[src/include/nicsc_pkg.sv]
// Constants shared by the transmit/receive status and command block.
// Assumes byte offsets as seen on the register access port.
package nicsc_pkg;
  // Register byte offsets.
  localparam logic [7:0] OFF_TSD0 = 8'h10;
  localparam logic [7:0] OFF_EARLY_RECEIVE_FLAGS = 8'h36;
  localparam logic [7:0] OFF_CMD  = 8'h37;
  localparam logic [7:0] OFF_EE   = 8'h50;
  localparam logic [7:0] OFF_MIS  = 8'h5C;
  // Access size codes for a single byte and a full double word.
  localparam logic [1:0] SZ_BYTE = 2'h0;
  localparam logic [1:0] SZ_DW   = 2'h2;
  // Transmit descriptor status bit positions.
  localparam int B_CRS = 31;
  localparam int B_ABT = 30;
  localparam int B_OWC = 29;
  localparam int B_HB  = 28;
  localparam int B_NCC = 24;
  localparam int B_LVL = 16;
  localparam int B_TOK = 15;
  localparam int B_TUN = 14;
  localparam int B_OWN = 13;
  // Descriptor reset value and software-writable mask.
  localparam logic [31:0] TSD_RST   = 32'h0000_2000;
  localparam logic [31:0] TSD_WMASK = 32'h003F_3FFF;
  // Frame length limits and the minimum transmit start level.
  localparam logic [12:0] LONG_LIM  = 13'h0700;
  localparam logic [12:0] RUNT_LEN  = 13'h0040;
  localparam logic [12:0] OVER_LEN  = 13'h1000;
  localparam logic [11:0] START_MIN = 12'h008;
  // Early receive flag, command and prom bit positions.
  localparam int E_GOOD  = 3;
  localparam int E_BAD   = 2;
  localparam int E_OVW   = 1;
  localparam int E_HIT   = 0;
  localparam int C_RST   = 4;
  localparam int C_RX    = 3;
  localparam int C_TX    = 2;
  localparam int EE_MODE = 6;
  // Reset values of the small registers.
  localparam logic [7:0]  EARLY_RECEIVE_FLAGS_RST = 8'h00;
  localparam logic [15:0] MIS_RST  = 16'h0000;
  // Prom operating modes.
  localparam logic [1:0] EE_NORMAL = 2'h0;
  localparam logic [1:0] EE_LOAD   = 2'h1;
  localparam logic [1:0] EE_PROG   = 2'h2;
  localparam logic [1:0] EE_CFGWR  = 2'h3;
  // Timing: clock period, reload time and soft reset length.
  localparam int CLK_NS   = 50;
  localparam int LOAD_MS  = 2;
  localparam int LOAD_CYC = (LOAD_MS * 1000000) / CLK_NS;
  localparam int SRST_CYC = 4;
  // Sequencer states.
  typedef enum logic [1:0] {ST_RUN, ST_SRST, ST_LOAD} nicsc_state_e;
endpackage : nicsc_pkg

[src/logic/nicsc_top.sv]
// Transmit/receive status words, early receive flags, command and
// prom mode registers of a fast ethernet controller.
// Assumes all inputs synchronous to ref_clk and pulse-style events.
// Notes on behaviour
// - Size write clears descriptor read-only status bits.
// - Soft reset zeroes status except done flag.
// - Flag carrier, abort, late collision; heartbeat only when not at 100 Mbps.
// - Report collision count in bits 27-24.
// - Start transmit at level or full frame.
// - Success only when complete without underrun.
// - Underrun sets its flag, success stays clear.
// - Done flag set when descriptor DMA ends.
// - Size field; long frames hold next descriptor.
// - Unknown protocol uses length register threshold.
// - Zero length register means no early interrupt.
// - Header flags multicast, unicast, broadcast; broadcast masks multicast.
// - Header flags symbol, runt, long, CRC, alignment.
// - Good/bad completion flags, write one clears.
// - Overwrite flag on pointer equality, write clears.
// - Threshold flag raises interrupt, clears at end.
// - Soft reset command disables paths, self-clears.
// - Reload mode runs 2 ms then normal.
// - Programming mode hands pins to software.
// - Fraction code selects sixteenths; zero none.
`timescale 1ns/100ps
module nicsc_top #(
  parameter int LOAD_CYCLES = nicsc_pkg::LOAD_CYC
) (
  // Clock and reset.
  input  wire logic        ref_clk,
  input  wire logic        sys_rst,
  // Register access port.
  input  wire logic        reg_wr,
  input  wire logic        reg_rd,
  input  wire logic [7:0]  reg_addr,
  input  wire logic [1:0]  reg_size,
  input  wire logic [31:0] reg_wdata,
  output logic      [31:0] reg_rdata,
  // Transmit completion events.
  input  wire logic        tx_done,
  input  wire logic [1:0]  tx_idx,
  input  wire logic        tx_carrier_lost,
  input  wire logic        tx_aborted,
  input  wire logic        tx_late_coll,
  input  wire logic        tx_hb_fail,
  input  wire logic [3:0]  tx_coll_cnt,
  input  wire logic        tx_underrun,
  input  wire logic        dma_done,
  input  wire logic [1:0]  dma_idx,
  input  wire logic        speed_100,
  // Transmit FIFO state.
  input  wire logic [11:0] tx_fifo_bytes,
  input  wire logic        tx_frame_in_fifo,
  input  wire logic [1:0]  tx_cur_idx,
  output logic             tx_start,
  output logic             tx_queue_hold,
  // Receive frame progress.
  input  wire logic        rx_active,
  input  wire logic [12:0] rx_byte_cnt,
  input  wire logic [12:0] rx_frame_len,
  input  wire logic        rx_proto_known,
  input  wire logic [3:0]  rx_early_fraction,
  input  wire logic [15:0] local_wr_ptr,
  input  wire logic [15:0] host_read_pointer,
  input  wire logic        rx_ring_empty,
  // Receive completion with its status.
  input  wire logic        rx_done,
  input  wire logic        rx_mcast,
  input  wire logic        rx_ucast,
  input  wire logic        rx_bcast,
  input  wire logic        rx_bad_symbol,
  input  wire logic        rx_crc_err,
  input  wire logic        rx_align_err,
  output logic             rx_done_ready,
  output logic             rx_ok_int,
  output logic             rx_err_int,
  // Header status word toward the DMA.
  output logic             hdr_valid,
  input  wire logic        hdr_ready,
  output logic      [15:0] hdr_status,
  // Path control.
  output logic             rx_path_on,
  output logic             tx_path_on,
  output logic             fifo_reinit,
  output logic             net_disable,
  output logic             cfg_write_en,
  output logic             load_busy,
  // Serial prom pins.
  output logic             prom_select,
  output logic             prom_clock,
  output logic             prom_in,
  input  wire logic        prom_out
);

  // True when the access hits the given byte offset.
  function automatic logic at(input logic [7:0] a, input logic [7:0] o);
    at = (a == o);
  endfunction : at

  logic [31:0]  tsd_ff [4];      // Descriptor status words.
  logic [31:0]  nxt_tsd [4];     // Their next values.
  logic [3:0]   hold_v;          // Long frame still in DMA.
  logic [7:0]   early_receive_flags_ff;         // Early receive flags.
  logic [7:0]   nxt_early_receive_flags;        // Their next value.
  logic [15:0]  mis_ff;          // Early interrupt length.
  logic         rx_on_ff;        // Receive path enable.
  logic         tx_on_ff;        // Transmit path enable.
  logic [1:0]   mode_ff;         // Prom operating mode.
  logic [2:0]   pins_ff;         // Select, clock, data in.
  nicsc_pkg::nicsc_state_e st_ff; // Reset sequencer state.
  logic [15:0]  cnt_ff;          // Sequencer countdown.
  logic [31:0]  rdata_ff;        // Read data register.
  logic         fired_ff;        // Early event seen this frame.
  logic         ok_ff;           // Receive OK pulse.
  logic         err_ff;          // Receive error pulse.
  logic [15:0]  buf_ff [2];      // Header buffer entries.
  logic         wp_ff;           // Buffer write slot.
  logic         rp_ff;           // Buffer read slot.
  logic [1:0]   fill_ff;         // Buffer occupancy.

  // Decoded writes; descriptors only take full dword writes.
  logic       wr_tsd;
  logic [1:0] wr_idx;
  logic       wr_early_receive_flags;
  logic       wr_cmd;
  logic       wr_ee;
  logic       wr_mis;
  logic       run;
  logic       load_end;
  logic       clr_all;
  logic       srst_on;
  assign wr_tsd  = reg_wr && reg_size == nicsc_pkg::SZ_DW
                   && reg_addr[7:4] == nicsc_pkg::OFF_TSD0[7:4]
                   && reg_addr[1:0] == 2'h0;
  assign wr_idx  = reg_addr[3:2];
  assign wr_early_receive_flags = reg_wr && at(reg_addr, nicsc_pkg::OFF_EARLY_RECEIVE_FLAGS);
  assign wr_cmd  = reg_wr && at(reg_addr, nicsc_pkg::OFF_CMD);
  assign wr_ee   = reg_wr && at(reg_addr, nicsc_pkg::OFF_EE);
  assign wr_mis  = reg_wr && at(reg_addr, nicsc_pkg::OFF_MIS);
  assign run      = (st_ff == nicsc_pkg::ST_RUN);
  assign srst_on  = (st_ff == nicsc_pkg::ST_SRST);
  assign load_end = (st_ff == nicsc_pkg::ST_LOAD) && cnt_ff == 16'h0000;
  // A finished reload restores defaults like a hardware reset.
  assign clr_all  = sys_rst || load_end;

  // Soft reset and reload sequencer.
  always_ff @(posedge ref_clk)
  begin
    if (sys_rst)
    begin
      st_ff  <= nicsc_pkg::ST_RUN;
      cnt_ff <= 16'h0000;
    end
    else
    begin
      case (st_ff)
        nicsc_pkg::ST_RUN:
        begin
          if (wr_cmd && reg_wdata[nicsc_pkg::C_RST])
          begin
            st_ff  <= nicsc_pkg::ST_SRST;
            cnt_ff <= 16'(nicsc_pkg::SRST_CYC - 1);
          end
          else if (wr_ee && reg_wdata[7:6] == nicsc_pkg::EE_LOAD)
          begin
            st_ff  <= nicsc_pkg::ST_LOAD;
            cnt_ff <= 16'(LOAD_CYCLES - 1);
          end
        end
        nicsc_pkg::ST_SRST:
        begin
          // The command bit reads one until this countdown ends.
          if (cnt_ff == 16'h0000)
            st_ff <= nicsc_pkg::ST_RUN;
          else
            cnt_ff <= cnt_ff - 16'h0001;
        end
        nicsc_pkg::ST_LOAD:
        begin
          if (cnt_ff == 16'h0000)
            st_ff <= nicsc_pkg::ST_RUN;
          else
            cnt_ff <= cnt_ff - 16'h0001;
        end
        default:
          st_ff <= nicsc_pkg::ST_RUN;
      endcase
    end
  end

  // One status word per descriptor; events are applied after the
  // software write so a completion in the same cycle is not lost.
  genvar g;
  generate
    for (g = 0; g < 4; g++)
    begin : g_tsd
      always_comb
      begin
        nxt_tsd[g] = tsd_ff[g];
        if (wr_tsd && wr_idx == 2'(g))
          nxt_tsd[g] = reg_wdata & nicsc_pkg::TSD_WMASK;
        if (dma_done && dma_idx == 2'(g))
          nxt_tsd[g][nicsc_pkg::B_OWN] = 1'b1;
        if (tx_done && tx_idx == 2'(g))
        begin
          nxt_tsd[g][nicsc_pkg::B_CRS] = tsd_ff[g][nicsc_pkg::B_CRS]
                                         | tx_carrier_lost;
          nxt_tsd[g][nicsc_pkg::B_ABT] = tx_aborted;
          nxt_tsd[g][nicsc_pkg::B_OWC] = tx_late_coll;
          // Heartbeat has no meaning at 100 Mbps.
          nxt_tsd[g][nicsc_pkg::B_HB] = tx_hb_fail && !speed_100;
          nxt_tsd[g][27:24] = tx_coll_cnt;
          nxt_tsd[g][nicsc_pkg::B_TOK] = !tx_underrun
                                         && !tx_aborted;
          nxt_tsd[g][nicsc_pkg::B_TUN] = tx_underrun;
        end
      end

      // Soft reset keeps only the DMA done flag set.
      always_ff @(posedge ref_clk)
      begin
        if (clr_all || srst_on)
          tsd_ff[g] <= nicsc_pkg::TSD_RST;
        else
          tsd_ff[g] <= nxt_tsd[g];
      end

      // A long frame blocks the queue until its DMA is done.
      assign hold_v[g] = !tsd_ff[g][nicsc_pkg::B_OWN]
                         && tsd_ff[g][12:0] > nicsc_pkg::LONG_LIM;
    end
  endgenerate

  assign tx_queue_hold = |hold_v;

  // Start level: code zero is the minimum, else units of 32 bytes.
  // Software keeps the level within the FIFO size.
  logic [5:0]  lvl_code;
  logic [11:0] lvl_bytes;
  assign lvl_code  = tsd_ff[tx_cur_idx][21:16];
  assign lvl_bytes = (lvl_code == 6'h00) ? nicsc_pkg::START_MIN
                     : {1'b0, lvl_code, 5'h00};
  assign tx_start  = tx_path_on
                     && (tx_fifo_bytes >= lvl_bytes
                         || tx_frame_in_fifo);

  // Early threshold from fraction or, for unknown protocols, from
  // the length register; a zero code or length gives none.
  logic [16:0] frac_prod;
  logic [12:0] thr;
  logic        thr_on;
  logic        early_set;
  assign frac_prod = rx_frame_len * rx_early_fraction;
  assign thr    = rx_proto_known ? frac_prod[16:4]
                  : {1'b0, mis_ff[11:0]};
  assign thr_on = rx_proto_known ? (rx_early_fraction != 4'h0)
                  : (mis_ff[11:0] != 12'h000);
  assign early_set = rx_active && thr_on && !fired_ff
                     && rx_byte_cnt > thr;

  // Header status word of the completing frame.
  logic        rx_take;
  logic        runt_v;
  logic        long_v;
  logic        sym_v;
  logic        good_v;
  logic [15:0] hdr_word;
  assign rx_take = rx_done && rx_done_ready;
  assign runt_v  = rx_frame_len < nicsc_pkg::RUNT_LEN;
  assign long_v  = rx_frame_len > nicsc_pkg::OVER_LEN;
  assign sym_v   = rx_bad_symbol && speed_100;
  assign good_v  = !(runt_v || long_v || sym_v
                     || rx_crc_err || rx_align_err);
  // Broadcast wins, so both group flags never appear together.
  assign hdr_word = {rx_mcast && !rx_bcast, rx_ucast, rx_bcast,
                     7'h00, sym_v, runt_v, long_v,
                     rx_crc_err, rx_align_err, good_v};

  // Early flags: hardware set wins over a write-one clear, except
  // that completion clears the threshold flag.
  always_comb
  begin
    nxt_early_receive_flags = early_receive_flags_ff;
    if (wr_early_receive_flags)
      nxt_early_receive_flags = early_receive_flags_ff & ~reg_wdata[7:0];
    nxt_early_receive_flags[7:4] = 4'h0;
    if (rx_take && good_v)
      nxt_early_receive_flags[nicsc_pkg::E_GOOD] = 1'b1;
    if (rx_take && !good_v)
      nxt_early_receive_flags[nicsc_pkg::E_BAD] = 1'b1;
    if (rx_active && local_wr_ptr == host_read_pointer)
      nxt_early_receive_flags[nicsc_pkg::E_OVW] = 1'b1;
    if (early_set)
      nxt_early_receive_flags[nicsc_pkg::E_HIT] = 1'b1;
    if (rx_take)
      nxt_early_receive_flags[nicsc_pkg::E_HIT] = 1'b0;
  end

  // Early flag register.
  always_ff @(posedge ref_clk)
  begin
    if (clr_all || srst_on)
      early_receive_flags_ff <= nicsc_pkg::EARLY_RECEIVE_FLAGS_RST;
    else
      early_receive_flags_ff <= nxt_early_receive_flags;
  end

  // Per-frame early marker and receive interrupt pulses.
  always_ff @(posedge ref_clk)
  begin
    if (clr_all || srst_on)
    begin
      fired_ff <= 1'b0;
      ok_ff    <= 1'b0;
      err_ff   <= 1'b0;
    end
    else
    begin
      fired_ff <= (fired_ff || early_set) && !rx_take;
      ok_ff    <= early_set || (rx_take && good_v);
      err_ff   <= rx_take && !good_v;
    end
  end

  assign rx_ok_int  = ok_ff;
  assign rx_err_int = err_ff;

  // Two-entry header buffer so a stalled DMA loses no status word.
  assign rx_done_ready = (fill_ff != 2'h2);
  assign hdr_valid     = (fill_ff != 2'h0);
  assign hdr_status    = buf_ff[rp_ff];
  always_ff @(posedge ref_clk)
  begin
    if (clr_all || srst_on)
    begin
      wp_ff   <= 1'b0;
      rp_ff   <= 1'b0;
      fill_ff <= 2'h0;
      buf_ff[0] <= 16'h0000;
      buf_ff[1] <= 16'h0000;
    end
    else
    begin
      if (rx_take)
      begin
        buf_ff[wp_ff] <= hdr_word;
        wp_ff <= !wp_ff;
      end
      if (hdr_valid && hdr_ready)
        rp_ff <= !rp_ff;
      fill_ff <= fill_ff + 2'(rx_take)
                 - 2'(hdr_valid && hdr_ready);
    end
  end

  // Early interrupt length; software keeps the low two bits zero.
  always_ff @(posedge ref_clk)
  begin
    if (clr_all)
      mis_ff <= nicsc_pkg::MIS_RST;
    else if (wr_mis && reg_size == nicsc_pkg::SZ_BYTE)
      mis_ff <= {mis_ff[15:8], reg_wdata[7:0]};
    else if (wr_mis)
      mis_ff <= {4'h0, reg_wdata[11:0]};
  end

  // Path enables; soft reset turns both off.
  always_ff @(posedge ref_clk)
  begin
    if (clr_all || srst_on)
    begin
      rx_on_ff <= 1'b0;
      tx_on_ff <= 1'b0;
    end
    else if (wr_cmd && run)
    begin
      // A reset command drops both paths at the write edge itself, so
      // no path is live in the first soft reset cycle.
      rx_on_ff <= reg_wdata[nicsc_pkg::C_RX]
                  && !reg_wdata[nicsc_pkg::C_RST];
      tx_on_ff <= reg_wdata[nicsc_pkg::C_TX]
                  && !reg_wdata[nicsc_pkg::C_RST];
    end
  end

  // Prom mode and pin bits; writes are ignored during a reload.
  always_ff @(posedge ref_clk)
  begin
    if (clr_all)
    begin
      mode_ff <= nicsc_pkg::EE_NORMAL;
      pins_ff <= 3'h0;
    end
    else if (wr_ee && run)
    begin
      mode_ff <= reg_wdata[7:6];
      pins_ff <= reg_wdata[3:1];
    end
  end

  // Programming mode stops network and bus master activity.
  assign net_disable  = (mode_ff == nicsc_pkg::EE_PROG);
  assign cfg_write_en = (mode_ff == nicsc_pkg::EE_CFGWR);
  assign rx_path_on   = rx_on_ff && !net_disable;
  assign tx_path_on   = tx_on_ff && !net_disable;
  assign fifo_reinit  = srst_on;
  assign load_busy    = (st_ff == nicsc_pkg::ST_LOAD);
  assign prom_select  = net_disable && pins_ff[2];
  assign prom_clock   = net_disable && pins_ff[1];
  assign prom_in      = net_disable && pins_ff[0];

  // Registered read data; unmapped offsets read zero.
  always_ff @(posedge ref_clk)
  begin
    if (sys_rst)
      rdata_ff <= 32'h0000_0000;
    else if (reg_rd)
    begin
      if (reg_addr[7:4] == nicsc_pkg::OFF_TSD0[7:4])
        rdata_ff <= tsd_ff[reg_addr[3:2]];
      else if (at(reg_addr, nicsc_pkg::OFF_EARLY_RECEIVE_FLAGS))
        rdata_ff <= {24'h000000, early_receive_flags_ff};
      else if (at(reg_addr, nicsc_pkg::OFF_CMD))
        rdata_ff <= {27'h0000000, srst_on, rx_on_ff, tx_on_ff,
                     1'b0, rx_ring_empty};
      else if (at(reg_addr, nicsc_pkg::OFF_EE))
        // The prom data pin is only meaningful while software owns it.
        rdata_ff <= {24'h000000, mode_ff, 2'h0, pins_ff,
                     net_disable && prom_out};
      else if (at(reg_addr, nicsc_pkg::OFF_MIS))
        rdata_ff <= {16'h0000, mis_ff};
      else
        rdata_ff <= 32'h0000_0000;
    end
  end

  assign reg_rdata = rdata_ff;
endmodule : nicsc_top

[config.mk]
export PLATFORM = sky130hd
export DESIGN_NAME = nicsc_top
export DESIGN_NICKNAME = d
export VERILOG_FILES = /design/src/include/nicsc_pkg.sv /design/src/logic/nicsc_top.sv
export SDC_FILE = /design/constraint.sdc
export NUM_CORES = 1
export LEC_CHECK = 0
export BUFFER_PORTS_ARGS = -buffer_cell sky130_fd_sc_hd__buf_2
export CORE_ASPECT_RATIO = 1.25
export CORE_MARGIN = 3
export CORE_UTILIZATION = 35
export DETAILED_ROUTE_END_ITERATION = 16
export MAX_ROUTING_LAYER = met4
export PLACE_DENSITY = 0.52
export SLEW_MARGIN = 20
export SYNTH_ARGS = -nofsm -noshare
export SYNTH_HDL_FRONTEND = slang
export SYNTH_SLANG_ARGS = --single-unit
[constraint.sdc]
create_clock -name ref_clk -period 5.1 [get_ports ref_clk]
set_input_delay 0 -clock ref_clk [delete_from_list [all_inputs] [get_ports ref_clk]]
set_output_delay 0 -clock ref_clk [all_outputs]
set_load 0.05 [all_outputs]
**Word level (Yosys, flattened, before mapping)**

Memory sizes are Yosys's and may differ from the RTL's. A register that Yosys moved wholly into a read port is not among the register bits.
Cells that the tools add are included.

- Bits in registers: 80
- RAM bits: 146
- Bits of input ports: 151
- Output and inout bits: 63
- Logic and storage cells: 222
- Memories: 2

- Add/subtract/negate cells: 3
- $mul: 1
- Order comparisons: 8
- Equal/unequal tests: 25
- Mux-type cells: 54
- Bitwise operators: 11
- Reductions and logical operators: 99

Memories:

| name | words | width | rd ports | clocked after memory_dff | write ports | line | text |
|---|---|---|---|---|---|---|---|
| tsd_ff | 4 | 32 | 6 | 0 | 4 | nicsc_top.sv:100 | `logic [31:0] tsd_ff [4];` |
| buf_ff | 2 | 9 | 1 | 1 | 2 | nicsc_top.sv:116 | `logic [15:0] buf_ff [2];` |

Operator list:

| kind | count |
|---|---|
| $mux W32 | 9 |
| $gt A13 B11 Y1 const B | 4 |
| $logic_and A1 B1 Y1 | 51 |
| $mux W12 | 4 |
| $mux W16 | 3 |
| $mux W8 | 6 |
| $pmux W16 S2 | 1 |
| $eq A2 B2 Y1 const B | 10 |
| $mux W1 | 19 |
| $mul A13 B4 Y17 | 1 |
| $eq A16 B16 Y1 | 1 |
| $eq A8 B6 Y1 const B | 2 |
| $eq A8 B7 Y1 const B | 2 |
| $logic_not A16 Y1 | 1 |
| $sub A16 B1 Y16 const B | 1 |
| $logic_not A1 Y1 | 15 |
| $mux W2 | 7 |
| $reduce_bool A2 Y1 | 7 |
| $gt A13 B13 Y1 | 1 |
| $gt A13 B13 Y1 const B | 1 |
| $lt A13 B7 Y1 const B | 1 |
| $mux W13 | 1 |
| $ge A12 B11 Y1 | 1 |
| $logic_not A2 Y1 | 6 |
| 24 further kinds | 46 |

**Longest topological paths before layout**

- Depth after elaboration: 8
- Depth in mapped cells: 21

**Worst setup path after synthesis**

Ideal clock, no wire load.

- Path kind: input port to flip-flop
- Start point: input port rx_early_fraction[3]
- End point: register early_receive_flags_ff[0]
- Setup time: 135 ps
- Arrival: 4274 ps
- Data required time: 4965 ps
- Path slack: 691 ps
- Stages on the path: 20
- Path buffers: 1
- Cell sequence: clkbuf_1 -> and2_1 -> fa_1 -> inv_1 -> fa_1 -> inv_1 -> ha_1 -> a21oi_1 -> nand2_1 -> o21ai_0 -> o21ai_0 -> a311oi_1 -> mux2_2 -> ha_1 -> nand4_1 -> nor4_1 -> a31oi_1 -> and4_1 -> o41ai_1 -> a21oi_1

- Cells in the longest elaborated chain, start to end: 6

Ends and longest elaborated chain:

| element | line | text |
|---|---|---|
| start: declaration | nicsc_top.sv:62 | `input wire logic [3:0] rx_early_fraction,` |
| branches (longest 4 deep; another with $mul A13 B4 Y17) | - |  |
| $logic_and A1 B1 Y1 (*) | nicsc_top.sv:259 | `&& rx_byte_cnt > thr;` |
| $mux W1 or $reduce_bool A2 Y1 (tied branches) | - |  |
| end signal: assignment | nicsc_top.sv:303 | `early_receive_flags_ff <= nicsc_pkg::EARLY_RECEIVE_FLAGS_RST;` |
| end signal: assignment | nicsc_top.sv:305 | `early_receive_flags_ff <= nxt_early_receive_flags;` |
| end: declaration | nicsc_top.sv:103 | `logic [7:0] early_receive_flags_ff;` |

Mark *: on every way between the ends.
A chain may end at the register's enable or synchronous reset.

**Final worst setup path**

- Start point: input port rx_frame_len[1]
- End point: register early_receive_flags_ff[0]

- Cells in the longest elaborated chain, start to end: 5

Ends and longest elaborated chain:

| element | line | text |
|---|---|---|
| start: declaration | nicsc_top.sv:60 | `input wire logic [12:0] rx_frame_len,` |
| $mul A13 B4 Y17 (*) | nicsc_top.sv:253 | `assign frac_prod = rx_frame_len * rx_early_fraction;` |
| $mux W13 (*) | nicsc_top.sv:254 | `assign thr = rx_proto_known ? frac_prod[16:4]` |
| $gt A13 B13 Y1 (*) | nicsc_top.sv:259 |  |
| $logic_and A1 B1 Y1 (*) | nicsc_top.sv:259 |  |
| $mux W1 or $reduce_bool A2 Y1 (tied branches) | - |  |

Mark *: on every way between the ends. The rest lies on a longest branch, timed or not.

==> insert_results.sql <==
INSERT INTO impl_metrics (metric_group, metric, value, unit) VALUES
('routing', 'detail_route.wl_per_cell', '17.9', 'microns'),
('cells_and_area', 'flow.area_growth_from_synthesis', '20.9', '%'),
('clock_network', 'post_cts.repair.setup_buffers', '0', ''),
('synthesis', 'combined_area_of_all_synthesized_cells', '0.0122', 'sq mm'),
('routing', 'antenna_violating_nets_post_route', '0', ''),
('clock_network', 'cts-root-buf', 'clkbuf_16', ''),
('synthesis', 'synth_ff_type', 'dfxtp_1', ''),
('sta', 'final-max-slew-violation-count', '0', ''),
('global_route', 'maximum_number_of_pins_on_one_net_before_global_route_repair', '57', ''),
('worst_setup_path', 'worst-path-max-fanout', '4', ''),
('routing', 'route.final.wire_length', '37800', 'microns'),
('sta', 'min_period', '4.53', 'ns'),
('cells_and_area', 'net_count_reported_at_finish', '1848', ''),
('pwr', 'static-leakage-power', '5.94', 'nW'),
('floorplanning', 'dieWidth', '173', 'microns'),
('outcome', 'run_status', 'complete, no violations', ''),
('synthesis', 'syn_area_per_cell', '8.53', 'sq um'),
('worst_setup_path', 'startpoint_type', 'primary input', ''),
('worst_setup_path', 'r2r_slack', '1.86', 'ns'),
('routing', 'number_of_iterations_in_the_first_detailed_routing_pass', '5', ''),
('routing', 'detailed_route_via_count', '10900', ''),
('routing', 'post-route-drc-count', '0', ''),
('synthesis', 'synth_area_leaders', 'dfxtp_1, nand2_1, a21oi_1, mux4_2, ha_1', ''),
('synthesis', 'synth_cell_types', '74', ''),
('pwr', 'cell_pwr_density', '304', 'mW/mm^2'),
('global_route', 'overall_routing_resource_usage', '20.2', '%'),
('floorplanning', 'floorplan.initialDensity', '35.9', '%'),
('global_route', 'antenna_found_initial', '0', ''),
('clock_network', 'post_cts_resize_count', '0', ''),
('place', 'port_buffers', '192', ''),
('clock_network', 'cts.reportedPaths.clkPinSlew', '0.06', 'ns'),
('worst_setup_path', 'worst-r2r-cell-count', '8', ''),
('hold_path', 'holdPathStages', '5', ''),
('worst_setup_path', 'worstPathArrival', '4.90', 'ns'),
('cells_and_area', 'drive_gt1_share', '19.1', '%'),
('clock_network', 'htree_levels', '1', ''),
('floorplanning', 'dieArea', '0.0373', 'sq mm'),
('floorplanning', 'chipHeight', '215', 'microns'),
('synthesis', 'synth.largest_area_cell', 'dfxtp_1', ''),
('worst_setup_path', 'required', '5.46', 'ns'),
('place', 'gp_routability_congestion', '0.869', ''),
('pwr', 'vdd.ir_drop.worst', '0.000217', 'V'),
('sta', 'setup-tns-final', '0', 'ns'),
('sta', 'rsz_0062_raised_after_global_routing', 'false', ''),
('hold_path', 'worst_hold_path_type', 'primary input to flop', ''),
('cells_and_area', 'n_antenna_cell', '0', ''),
('clock_network', 'numClockSinks', '217', ''),
('flow_run', 'timing.max_cap.violations', '0', ''),
('sta', 'slew_headroom', '25.3', '%'),
('synthesis', 'yosysWarningCount', '0', ''),
('place', 'place.detailed.hpwl', '27100', 'microns'),
('global_route', 'overflow', '0', ''),
('synthesis', 'netlist_instances', '1435', ''),
('cells_and_area', 'mostFrequentLayoutCell', 'nand2_1', ''),
('pwr', 'fin_total_pwr', '4.50', 'mW'),
('synthesis', 'synthArstFlopShare', '0', '%'),
('sta', 'setup_viol', '0', ''),
('routing', 'post_drt_via_cell_ratio', '5.17', ''),
('cells_and_area', 'finish.utilization', '43.5', '%'),
('cells_and_area', 'layout_common_cells', 'nand2_1, dfxtp_1, buf_2', ''),
('synthesis', 'yosys_register_bits', '217', ''),
('sta', 'worst_hold_slack', '0.0230', 'ns'),
('clock_network', 'worstSkewPairLatency', '0.52', 'ns'),
('clock_network', 'ctsLongestPathBuffers', '3', ''),
('synthesis', 'seq_area_frac_synth', '37.0', '%'),
('sta', 'timing_worst_slew_pin_value', '1.12', 'ns'),
('sta', 'hold_violations', '0', ''),
('floorplanning', 'fp-row-count', '75', ''),
('global_route', 'global_route_wire_length_before_repair', '59800', 'microns'),
('routing', 'dr.first_iter.drc_count', '616', ''),
('synthesis', 'synth_top_area_share', '32.5', '%'),
('worst_setup_path', 'critPathCaptureType', 'flop', ''),
('clock_network', 'numCtsBuffers', '25', ''),
('worst_setup_path', 'timing_worst_setup_path_type', 'primary input to flop', ''),
('sta', 'final.period_utilization', '88.9', '%'),
('global_route', 'vias_in_the_first_global_route', '10921', ''),
('floorplanning', 'core_area', '0.0341', 'sq mm'),
('sta', 'fin_worst_skew', '0.0233', 'ns'),
('clock_network', 'cts_tree', 'built', ''),
('sta', 'max_clock_freq', '221', 'MHz'),
('floorplanning', 'pin_count', '214', ''),
('synthesis', 'edff_count_synth', '18', '');
## cell families after synthesis
logic type | synth area share, %
XOR/XNOR | 2.43
adder cells (fa/ha/maj) | 8.04
multiplexers | 9.95
AO/OA/AOI/OAI | 13.4
flip-flops | 37.0
other | 0.0306
AND/OR/NAND/NOR | 23.3
buffers and inverters | 5.84
## metal layers
metal,part of all wire (%),GRT usage [%],vias up
li1,-,-,5359
met1,43,25.0,5215
met2,50,34.7,272
met3,4.6,2.74,54
met4,2.6,5.57,0
met5,0,-,-
## final cells by class
| cell class | instances | area (sq um) |
|---|---|---|
| clock buffer | 40 | 772 |
| clock inverter | 4 | 45.0 |
| fill | 3469 | 19300 |
| inverter | 67 | 251 |
| multi-input combinational | 1063 | 7050 |
| sequential | 217 | 4520 |
| tap | 462 | 578 |
| timing repair buffer | 257 | 1580 |
## worst paths after layout
path,from,end
worst min-delay path,tx_idx[1],tsd_ff[0][26]
worst max-delay path,rx_frame_len[1],early_receive_flags_ff[0]
worst max register to register,cnt_ff[0],buf_ff[1][7]
worst min register to register,early_receive_flags_ff[3],early_receive_flags_ff[3]
## cell usage after synthesis, drive strengths merged (19+ instances only)
library cell  instances
dfxtp               199
nand3                48
nor2b                34
o21ai                22
mux4                 36
nand2               241
nor2                118
buf                  49
inv                  66
nand4                19
ha                   45
and2                 49
mux2i                26
xnor2                25
clkbuf               47
fa                   21
a21oi               170
nor3                 26
## registers in the layout, indices dropped and copies added (netlist names), named ones only
| name | count |
|---|---|
| tsd_ff | 120 |
| reg_rdata | 30 |
| buf_ff | 18 |
| cnt_ff | 16 |
| mis_ff | 12 |
| early_receive_flags_ff | 4 |
| pins_ff | 3 |
| fill_ff | 2 |
| mode_ff | 2 |
| st_ff | 2 |
| fired_ff | 1 |
| rp_ff | 1 |
| rx_err_int | 1 |
| rx_ok_int | 1 |
| rx_on_ff | 1 |
| tx_on_ff | 1 |
| wp_ff | 1 |
## critical path, cell delays in order
cell           delay [ns]
dlygate4sd3_1        0.53
buf_2                0.15
and2_1               0.15
fa_1                 0.55
inv_1                0.06
fa_1                 0.53
inv_1                0.04
ha_1                 0.34
nand2_1              0.08
nor3_1               0.17
o21ai_0              0.14
o21ai_0              0.28
buf_4                0.19
nor4bb_1             0.28
nor3_1               0.09
ha_1                 0.18
a21o_1               0.17
a21oi_1              0.13
nor2b_1              0.06
o41ai_1              0.61
a21oi_1              0.15
## report_power, final
part	total (mW)	leakage (nW)	internal, mW	switching [mW]
registers	1.80	1.80	1.77	0.0323
clock network	1.77	0.406	1.08	0.697
logic	0.919	3.73	0.355	0.565
## what timing repair did
action,in CTS,in global routing
hold buffers,51,0
endpoints found under the hold margin,166,0
endpoints found under the setup margin,0,0
## through the flow
| step | area, sq um | setup slack (ns) | instances |
|---|---|---|---|
| final | 14800 | 0.567 | 2110 |
| after global routing | 14800 | 0.125 | 2110 |
| after CTS | 14800 | 0.571 | 2110 |
| after detailed placement | 13500 | 0.382 | 2015 |
| after global placement | 13500 | 0.453 | 2015 |
| after floorplan | 12300 | 0.691 | 1443 |
(Power assumes the default switching activity.)
